File: src/rtl/pbm_pkg.sv
package pbm_pkg;
   localparam logic [7:0] IRQ_SOURCE_ADDR     = 8'h00;
   localparam logic [7:0] OP_MODE_ADDR        = 8'h09;
   localparam logic [7:0] GATEWAY_CONFIG_ADDR = 8'h0d;
   localparam logic [7:0] GATEWAY_BASE_ADDR   = 8'h0e;
   localparam logic [7:0] UNLOCK_HIGH_ADDR    = 8'hac;
   localparam logic [7:0] UNLOCK_LOW_ADDR     = 8'had;
   localparam logic [7:0] PARAM_STATUS_ADDR   = 8'h0f;
   localparam logic [7:0] SCAN_INTERVAL_LOC   = 8'hf9;
   localparam logic [7:0] RAW_BASE_LOC        = 8'h80;
   localparam logic [7:0] AVG_BASE_LOC        = 8'h9a;
   localparam logic [7:0] DELTA_BASE_LOC      = 8'hb4;
   localparam logic [7:0] KEY_HIGH_VALUE      = 8'h62;
   localparam logic [7:0] KEY_LOW_VALUE       = 8'h9d;
   localparam logic [7:0] TRIGGER_FIRST       = 8'ha5;
   localparam logic [7:0] TRIGGER_SECOND      = 8'h5a;
   localparam logic [7:0] SCAN_INTERVAL_RESET = 8'h0d;
   localparam int         BURN_DONE_BIT       = 6;
   localparam int         MONITOR_EN_BIT      = 2;
   localparam int         GW_DIR_BIT          = 3;
   localparam int         GW_MODE_LSB         = 4;
   localparam logic [1:0] GW_MODE_ON          = 2'h1;
   localparam logic [1:0] OP_MODE_SLEEP       = 2'h2;
   localparam logic [2:0] MAX_EFFECTIVE_BURNS = 3'h3;
   localparam int         CLK_HZ              = 50000000;
   localparam int         SCAN_UNIT_MS        = 15;
   localparam int         SCAN_UNIT_CYCLES    = CLK_HZ / 1000 * SCAN_UNIT_MS;
   localparam int         PARAM_DEPTH         = 128;

   typedef struct packed {
      logic       wr;
      logic       rd;
      logic       stop;
      logic [7:0] addr;
      logic [7:0] wdata;
   } pbm_req_s;

   typedef enum {
      PBM_KEY_IDLE,
      PBM_KEY_HIGH,
      PBM_KEY_LOW,
      PBM_KEY_TRIG1,
      PBM_KEY_ARMED
   } pbm_key_e;
endpackage : pbm_pkg

File: src/rtl/pbm_scan_timer.sv
`timescale 1ns/1ps
// monitor scan tick generator: period = interval x unit
module pbm_scan_timer #(
   parameter int UNIT_CYCLES = pbm_pkg::SCAN_UNIT_CYCLES
) (
   input  wire logic       i_clk,
   input  wire logic       i_rst_n,
   input  wire logic       i_enable,
   input  wire logic [7:0] i_interval,
   output logic            o_tick
);
   logic [31:0] unit_reg;
   logic [7:0]  units_reg;

   always_ff @(posedge i_clk or negedge i_rst_n) begin
      if (!i_rst_n) begin
         unit_reg  <= 32'h0;
         units_reg <= 8'h0;
         o_tick    <= 1'b0;
      end else if (!i_enable || i_interval == 8'h00) begin
         unit_reg  <= 32'h0;
         units_reg <= 8'h0;
         o_tick    <= 1'b0;
      end else begin
         o_tick <= 1'b0;
         if (unit_reg == 32'(UNIT_CYCLES - 1)) begin
            unit_reg <= 32'h0;
            if (units_reg >= i_interval - 8'h01) begin
               units_reg <= 8'h0;
               o_tick    <= 1'b1;
            end else begin
               units_reg <= units_reg + 8'h01;
            end
         end else begin
            unit_reg <= unit_reg + 32'h1;
         end
      end
   end
endmodule : pbm_scan_timer

File: src/rtl/pbm_core.sv
`timescale 1ns/1ps
// Functional notes
// - burn copies whole shadow memory, three effective
// - burn done sets source bit 6, irq
// - reset reloads burned parameters into shadow memory
// - burn count readable in status bits 2:0
// - delivered empty, factory defaults feed shadow memory
// - fourth burn switches permanently to factory defaults
// - two trigger writes then stop start burn
// - config bit 2 enables monitor mode
// - monitor interrupt once per complete scan
// - scan interval is value times 15 ms
// - scan interval written via gateway write
// - reading irq source clears monitor interrupt
// - delta values from 0xb4, msb first
// - values signed 16 bit, refreshed each scan
// - raw from 0x80, average from 0x9a
// - monitor data read via gateway read
module pbm_core #(
   parameter int CHANNELS    = 12,
   parameter int UNIT_CYCLES = pbm_pkg::SCAN_UNIT_CYCLES
) (
   input  wire logic                   i_clk,
   input  wire logic                   i_reset_n,
   input  wire pbm_pkg::pbm_req_s      i_req,
   input  wire logic [2:0]             i_nvm_count,
   input  wire logic [16*CHANNELS-1:0] i_raw,
   input  wire logic [16*CHANNELS-1:0] i_avg,
   input  wire logic [16*CHANNELS-1:0] i_delta,
   input  wire logic [7:0]             i_nvm_rdata,
   input  wire logic [7:0]             i_factory_rdata,
   output logic [7:0]                  o_rdata,
   output logic                        o_irq_n_out,
   output logic                        o_burn_start,
   output logic [2:0]                  o_burn_count,
   output logic                        o_use_factory,
   output logic                        o_monitor_on,
   output logic [6:0]                  o_param_addr
);
   localparam int PD = pbm_pkg::PARAM_DEPTH;

   logic [1:0]       rst_sync_reg;
   logic             rst_n;
   pbm_pkg::pbm_key_e key_reg;
   logic [7:0]       cfg_reg;
   logic [7:0]       base_reg;
   logic [1:0]       opmode_reg;
   logic [7:0]       scan_reg;
   logic [7:0]       irq_src_reg;
   logic             mon_irq_reg;
   logic [2:0]       count_reg;
   logic             factory_reg;
   logic             burning_reg;
   logic [6:0]       ptr_reg;
   logic             loading_reg;
   logic [7:0]       shadow_mem [PD];
   logic [7:0]       snap_mem [256];
   logic             tick;
   logic             gw_on;
   logic [7:0]       loc;

   ////////////////////////////////////////////////////////////////////////
   always_ff @(posedge i_clk or negedge i_reset_n) begin
      if (!i_reset_n) rst_sync_reg <= 2'b00;
      else            rst_sync_reg <= {rst_sync_reg[0], 1'b1};
   end
   assign rst_n = rst_sync_reg[1];

   function automatic logic is_wr(pbm_pkg::pbm_req_s r, logic [7:0] a);
      return r.wr && r.addr == a;
   endfunction : is_wr

   // empty or exhausted nvm selects factory set
   function automatic logic factory_sel(logic [2:0] n);
      return n == 3'h0 || n > pbm_pkg::MAX_EFFECTIVE_BURNS;
   endfunction : factory_sel

   assign gw_on = cfg_reg[pbm_pkg::GW_MODE_LSB +: 2] == pbm_pkg::GW_MODE_ON;
   assign loc   = base_reg + {5'h0, i_req.addr[2:0]};

   ////////////////////////////////////////////////////////////////////////
   // plain registers, written even while the gateway owns addresses 0..7
   always_ff @(posedge i_clk or negedge rst_n) begin
      if (!rst_n) begin
         cfg_reg    <= 8'h00;
         base_reg   <= 8'h00;
         opmode_reg <= 2'h0;
      end else begin
         if (is_wr(i_req, pbm_pkg::GATEWAY_CONFIG_ADDR)) cfg_reg <= i_req.wdata;
         if (is_wr(i_req, pbm_pkg::GATEWAY_BASE_ADDR))   base_reg <= i_req.wdata;
         if (is_wr(i_req, pbm_pkg::OP_MODE_ADDR))        opmode_reg <= i_req.wdata[1:0];
      end
   end

   ////////////////////////////////////////////////////////////////////////
   // unlock key sequence
   // any other write aborts the sequence
   always_ff @(posedge i_clk or negedge rst_n) begin
      if (!rst_n) begin
         key_reg      <= pbm_pkg::PBM_KEY_IDLE;
         o_burn_start <= 1'b0;
      end else begin
         o_burn_start <= 1'b0;
         if (i_req.wr) begin
            key_reg <= pbm_pkg::PBM_KEY_IDLE;
            case (key_reg)
               pbm_pkg::PBM_KEY_IDLE:
                  if (is_wr(i_req, pbm_pkg::UNLOCK_HIGH_ADDR) &&
                      i_req.wdata == pbm_pkg::KEY_HIGH_VALUE)
                     key_reg <= pbm_pkg::PBM_KEY_HIGH;
               pbm_pkg::PBM_KEY_HIGH:
                  if (is_wr(i_req, pbm_pkg::UNLOCK_LOW_ADDR) &&
                      i_req.wdata == pbm_pkg::KEY_LOW_VALUE)
                     key_reg <= pbm_pkg::PBM_KEY_LOW;
               pbm_pkg::PBM_KEY_LOW:
                  if (is_wr(i_req, pbm_pkg::GATEWAY_BASE_ADDR) &&
                      i_req.wdata == pbm_pkg::TRIGGER_FIRST)
                     key_reg <= pbm_pkg::PBM_KEY_TRIG1;
               pbm_pkg::PBM_KEY_TRIG1:
                  if (is_wr(i_req, pbm_pkg::GATEWAY_BASE_ADDR) &&
                      i_req.wdata == pbm_pkg::TRIGGER_SECOND)
                     key_reg <= pbm_pkg::PBM_KEY_ARMED;
               default: key_reg <= pbm_pkg::PBM_KEY_IDLE;
            endcase
         end else if (i_req.stop && key_reg == pbm_pkg::PBM_KEY_ARMED) begin
            key_reg <= pbm_pkg::PBM_KEY_IDLE;
            if (opmode_reg != pbm_pkg::OP_MODE_SLEEP && !burning_reg && !loading_reg)
               o_burn_start <= 1'b1;
         end
      end
   end

   ////////////////////////////////////////////////////////////////////////
   // burn walks the whole shadow memory, one byte a cycle
   always_ff @(posedge i_clk or negedge rst_n) begin
      if (!rst_n) begin
         burning_reg  <= 1'b0;
         loading_reg  <= 1'b1;
         ptr_reg      <= 7'h0;
         count_reg    <= 3'h0;
         factory_reg  <= 1'b1;
         o_param_addr <= 7'h0;
      end else begin
         // address output tracks the pointer so nvm data matches the byte written
         if (loading_reg) begin
            // reload; count captured from nvm after release
            count_reg    <= i_nvm_count;
            // empty nvm or exhausted selects factory set
            factory_reg  <= factory_sel(i_nvm_count);
            ptr_reg      <= ptr_reg + 7'h1;
            o_param_addr <= ptr_reg + 7'h1;
            if (ptr_reg == 7'(PD - 1)) loading_reg <= 1'b0;
         end else if (o_burn_start) begin
            burning_reg  <= 1'b1;
            ptr_reg      <= 7'h0;
            o_param_addr <= 7'h0;
         end else if (burning_reg) begin
            ptr_reg      <= ptr_reg + 7'h1;
            o_param_addr <= ptr_reg + 7'h1;
            if (ptr_reg == 7'(PD - 1)) begin
               burning_reg <= 1'b0;
               // count increments; fourth burn falls back for good
               if (count_reg != 3'h7) count_reg <= count_reg + 3'h1;
               factory_reg <= count_reg >= pbm_pkg::MAX_EFFECTIVE_BURNS;
            end
         end
      end
   end

   // shadow memory refill, and gateway writes
   always_ff @(posedge i_clk) begin
      if (loading_reg)
         shadow_mem[ptr_reg] <= factory_sel(i_nvm_count) ? i_factory_rdata : i_nvm_rdata;
      else if (gw_on && !cfg_reg[pbm_pkg::GW_DIR_BIT] && i_req.wr &&
               i_req.addr[7:3] == 5'h0 && !loc[7])
         shadow_mem[loc[6:0]] <= i_req.wdata;
   end

   ////////////////////////////////////////////////////////////////////////
   // scan interval through the gateway write path
   always_ff @(posedge i_clk or negedge rst_n) begin
      if (!rst_n) scan_reg <= pbm_pkg::SCAN_INTERVAL_RESET;
      else if (gw_on && !cfg_reg[pbm_pkg::GW_DIR_BIT] && i_req.wr &&
               i_req.addr[7:3] == 5'h0 && loc == pbm_pkg::SCAN_INTERVAL_LOC &&
               i_req.wdata != 8'h00)
         scan_reg <= i_req.wdata;
   end

   assign o_monitor_on = cfg_reg[pbm_pkg::MONITOR_EN_BIT];

   // period = interval x 15 ms
   pbm_scan_timer #(.UNIT_CYCLES(UNIT_CYCLES)) u_timer (
      .i_clk      (i_clk),
      .i_rst_n    (rst_n),
      .i_enable   (cfg_reg[pbm_pkg::MONITOR_EN_BIT]),
      .i_interval (scan_reg),
      .o_tick     (tick)
   );

   // snapshot of all channels each scan, msb at lower location
   // one process owns the whole snapshot array
   always_ff @(posedge i_clk) begin
      if (tick) begin
         for (int ch = 0; ch < CHANNELS; ch++) begin
            snap_mem[pbm_pkg::RAW_BASE_LOC + 8'(2*ch)]     <= i_raw[16*ch+8 +: 8];
            snap_mem[pbm_pkg::RAW_BASE_LOC + 8'(2*ch+1)]   <= i_raw[16*ch +: 8];
            snap_mem[pbm_pkg::AVG_BASE_LOC + 8'(2*ch)]     <= i_avg[16*ch+8 +: 8];
            snap_mem[pbm_pkg::AVG_BASE_LOC + 8'(2*ch+1)]   <= i_avg[16*ch +: 8];
            snap_mem[pbm_pkg::DELTA_BASE_LOC + 8'(2*ch)]   <= i_delta[16*ch+8 +: 8];
            snap_mem[pbm_pkg::DELTA_BASE_LOC + 8'(2*ch+1)] <= i_delta[16*ch +: 8];
         end
      end
   end

   ////////////////////////////////////////////////////////////////////////
   // interrupt sources; set wins over read clear
   always_ff @(posedge i_clk or negedge rst_n) begin
      if (!rst_n) begin
         irq_src_reg <= 8'h00;
         mon_irq_reg <= 1'b0;
         o_irq_n_out <= 1'b1;
      end else begin
         if (i_req.rd && i_req.addr == pbm_pkg::IRQ_SOURCE_ADDR && !gw_on) begin
            irq_src_reg <= 8'h00;
            mon_irq_reg <= 1'b0;
         end
         if (burning_reg && ptr_reg == 7'(PD - 1))
            irq_src_reg[pbm_pkg::BURN_DONE_BIT] <= 1'b1;
         if (tick) mon_irq_reg <= 1'b1;
         o_irq_n_out <= !((irq_src_reg != 8'h00) || mon_irq_reg);
      end
   end

   ////////////////////////////////////////////////////////////////////////
   // status and gateway read
   always_ff @(posedge i_clk or negedge rst_n) begin
      if (!rst_n) o_rdata <= 8'h00;
      else if (i_req.rd) begin
         if (gw_on && i_req.addr[7:3] == 5'h0)
            o_rdata <= loc[7] ? snap_mem[loc] : shadow_mem[loc[6:0]];
         else begin
            case (i_req.addr)
               pbm_pkg::IRQ_SOURCE_ADDR:     o_rdata <= irq_src_reg;
               pbm_pkg::GATEWAY_CONFIG_ADDR: o_rdata <= cfg_reg;
               pbm_pkg::GATEWAY_BASE_ADDR:   o_rdata <= base_reg;
               pbm_pkg::OP_MODE_ADDR:        o_rdata <= {6'h0, opmode_reg};
               pbm_pkg::PARAM_STATUS_ADDR:   o_rdata <= {5'h0, count_reg};
               default:                      o_rdata <= 8'h00;
            endcase
         end
      end
   end

   always_ff @(posedge i_clk or negedge rst_n) begin
      if (!rst_n) begin
         o_burn_count  <= 3'h0;
         o_use_factory <= 1'b1;
      end else begin
         o_burn_count  <= count_reg;
         o_use_factory <= factory_reg;
      end
   end
endmodule : pbm_core

File: config.mk
export PLATFORM = sky130hd
export DESIGN_NAME = pbm_core
export DESIGN_NICKNAME = d
export VERILOG_FILES = /design/src/rtl/pbm_pkg.sv /design/src/rtl/pbm_scan_timer.sv /design/src/rtl/pbm_core.sv
export SDC_FILE = /design/constraint.sdc
export NUM_CORES = 2
export LEC_CHECK = 0
export ABC_CLOCK_PERIOD_IN_PS = 9500
export BUFFER_PORTS_ARGS = -buffer_cell sky130_fd_sc_hd__buf_2
export CORE_MARGIN = 2
export CORE_UTILIZATION = 35
export DETAILED_ROUTE_END_ITERATION = 8
export GPL_ROUTABILITY_DRIVEN = 0
export GPL_TIMING_DRIVEN = 0
export HOLD_SLACK_MARGIN = 0.12
export PLACE_DENSITY = 0.62
export SYNTH_ARGS = -nofsm -noshare
export SYNTH_HDL_FRONTEND = slang
export SYNTH_SLANG_ARGS = --single-unit
File: constraint.sdc
create_clock -name i_clk -period 9.5 [get_ports i_clk]
set_input_delay 0.475 -clock i_clk [delete_from_list [all_inputs] [get_ports i_clk]]
set_output_delay 0.475 -clock i_clk [all_outputs]
set_load 0.05 [all_outputs]
==> results.yml <==
min_path:
  holdCritStartpoint: "i_req[10]"
  hold_path_end: "mon_irq_reg"
  min_path_cells: 4
  min_path_type: "input pin to register"
sta:
  fmaxAchievable_mhz: 147
  period_needed_ps: 6810
  hold_viol: 0
  finClkSkew_ps: 46.6
  fin_crit_sh: 0.717
  finalSetupViolCount: 0
  report.final.slew_viol_count: 33
  grt_setup_unrepaired: "no"
  relSlewSlack: -0.0675
  worstMarginPinSlew_ps: 1600
yosys:
  synth_area_per_cell_um2: 18.8
  synthFlopType: "edfxtp_1"
  synth.net_count: 4241
  syn_inst: 3605
  async_flop_share: 0.0594
  synth.top_cell.area_share: 0.708
  ys_seq_elements: 1701
  ys_top_cells_by_area: "edfxtp_1 (71%), mux4_2 (13%), dfrtp_1 (3.5%), nand2_1 (1.8%), nor2_1 (1.2%)"
  yosys.area.top_type: "edfxtp_1"
  synth-seq-area-share: 0.745
  yosysWarnings: 0
  syn_area_mm2: 0.0679
  synthDistinctLibCells: 84
  synth-edff-count: 1600
cells_and_area:
  layout_common_cells: "edfxtp_1 (1,600), buf_2 (699), dlygate4sd3_1 (598)"
  fill_cells: 16500
  synthToLayoutAreaGrowth_pct: 28.1
  largest_reg_flops: 1024
  final_layout_size_suffix_gt1_frac: 0.288
  nets: 5696
  final_common_cell: "edfxtp_1"
  register_area_mm2: 0.0506
  multi_input_area_mm2: 0.0164
  final_cells: 7735
  stdcell_area_mm2: 0.0870
floorplanning:
  fp.dieH_um: 444
  die_w_um: 444
  start_util: 0.353
  die_area_mm2: 0.198
  io_pins: 638
  rows: 161
  coreArea_mm2: 0.193
cts:
  clock_path_buffers: 3
  cts_hold_buffers: 598
  root_buffer: "clkbuf_16"
  numCtsBuffers: 175
  path_clk_slew_ps: 60
  htree_num_levels: 4
  post-cts-setup-buffer-count: 0
  clock_latency_ps: 840
  cts.sinks: 1701
  cts_tree: "done"
  ctsResizeCount: 0
routing:
  vias: 43700
  drc: 0
  drtAntennaViolNets: 0
  wl_per_cell_um: 32.1
  dr.first_iter.drc_count: 7121
  avgViaCountPerCell: 5.65
  dr.pass1.iters: 6
  routed_wl_mm: 248
status:
  status: "complete, but fails checks"
  violations: "capacitance limit, slew limit"
power:
  share_comb_of_total_power: 0.121
  seqPwrFrac: 0.482
  internal_power_w: 0.0128
  clkPwrFrac: 0.397
  switchingPower_w: 0.00435
  leakage_nw: 29.7
  p_sw_frac: 0.254
  p_per_area_mw_per_mm2: 197
  ir_drop_mv: 0.176
critical_path:
  criticalPathCategory: "register to register"
  r2r-start: "base_reg[0]"
  crit_path_max_fanout: 10
  end_kind: "register"
  worstPathRequired_ps: 10190
  rr_endpoint: "o_rdata[4]"
  worstPathArrival_ps: 7500
  rrSetupSlack_ps: 2690
  r2r_cells: 11
  startpoint_type: "register"
place:
  dp_hpwl_mm: 171
  placed_area_mm2: 0.0754
  dp.cells: 6811
  io_buffer_count: 637
job:
  drv_cap: 3
grt:
  track_usage: 0.246
  grt_pass1_vias: 43500
  grt_max_degree: 80
  antenna_found_initial: 14
  grt_pass1_wl_mm: 337
  grt_overflow: 0
## metal layers
metal  share of wire  track usage
met1            0.35        0.309
met2            0.46        0.381
met3            0.12       0.0734
met4           0.067        0.141
met5         0.00038      0.00171
## cell usage after synthesis (all sizes together), types with 19 or more instances
| master | count |
|---|---|
| and3 | 28 |
| a21oi | 81 |
| a31oi | 30 |
| ha | 19 |
| mux2 | 33 |
| buf | 112 |
| mux2i | 60 |
| clkbuf | 90 |
| dfrtp | 94 |
| nor2 | 228 |
| mux4 | 397 |
| xnor2 | 24 |
| nand4 | 24 |
| nand2 | 335 |
| o21ai | 66 |
| nor3 | 35 |
| a211oi | 31 |
| edfxtp | 1600 |
| xor2 | 21 |
| inv | 20 |
| nand3 | 62 |
## final cells by class
class	count	area share
diodes	8	0.000230
plain buffers	202	0.0111
clock buffers	220	0.0525
clock inverters	98	0.0114
inverters	20	0.000863
multi-input cells	1682	0.189
flip-flops and latches	1701	0.582
well taps	2526	0.0363
repair buffers	1278	0.117
## through the flow
step,util,hold slack [ps],TNS (ps),worst slack [ps],power [W]
2_1_floorplan,-,179,0,1130,0.00926
3_3_place_gp,0.386,260,-6027300,-6200,0.0102
3_5_place_dp,0.391,264,0,2710,0.0102
4_1_cts,0.451,153,0,2940,0.0171
5_1_grt,0.451,198,0,2780,0.0175
6_report,0.452,212,0,2690,0.0171
## worst max path at each step
stage	from	endpoint	slack (ps)	cells past startpoint
2_1_floorplan	i_req[10]	shadow_mem[0][5]	1130	10
3_3_place_gp	i_req[10]	shadow_mem[60][5]	-6200	11
3_5_place_dp	i_req[8]	shadow_mem[59][7]	2710	13
4_1_cts	base_reg[0]	shadow_mem[59][1]	2940	12
5_1_grt	base_reg[0]	shadow_mem[67][5]	2780	12
6_report	base_reg[0]	o_rdata[4]	2690	11
## logic make-up (layout without fill, tap and decap cells)
family / Yosys count / after routing / synth area share
and+or+nand+nor: 807 / 807 / 0.0536
muxes: 490 / 490 / 0.146
DFF: 1701 / 1701 / 0.745
other: 1 / 9 / 0.0000552
adders and majority gates: 20 / 20 / 0.00380
buffers and inverters: 222 / 1818 / 0.0150
xor gates and xnor gates: 45 / 45 / 0.00580
AOI/OAI and AO/OA: 319 / 319 / 0.0308
## power groups by stage
stage	logic [W]	clock network, W	registers, W
3_5_place_dp	0.00180	0	0.00841
5_1_grt	0.00210	0.00715	0.00825
4_1_cts	0.00201	0.00685	0.00825
2_1_floorplan	0.000793	0	0.00846
3_3_place_gp	0.00172	0	0.00851
6_report	0.00208	0.00681	0.00825
## worst max-delay path, stage by stage, from the launching register on
cell,delay [ps]
dfrtp_1,400
ha_1,290
fa_1,500
buf_2,320
buf_1,1010
clkbuf_1,800
clkbuf_1,1210
mux4_2,430
mux2i_1,670
a22oi_1,200
a31oi_1,620
a311oi_1,180
Power figures use the tool's default switching activity.
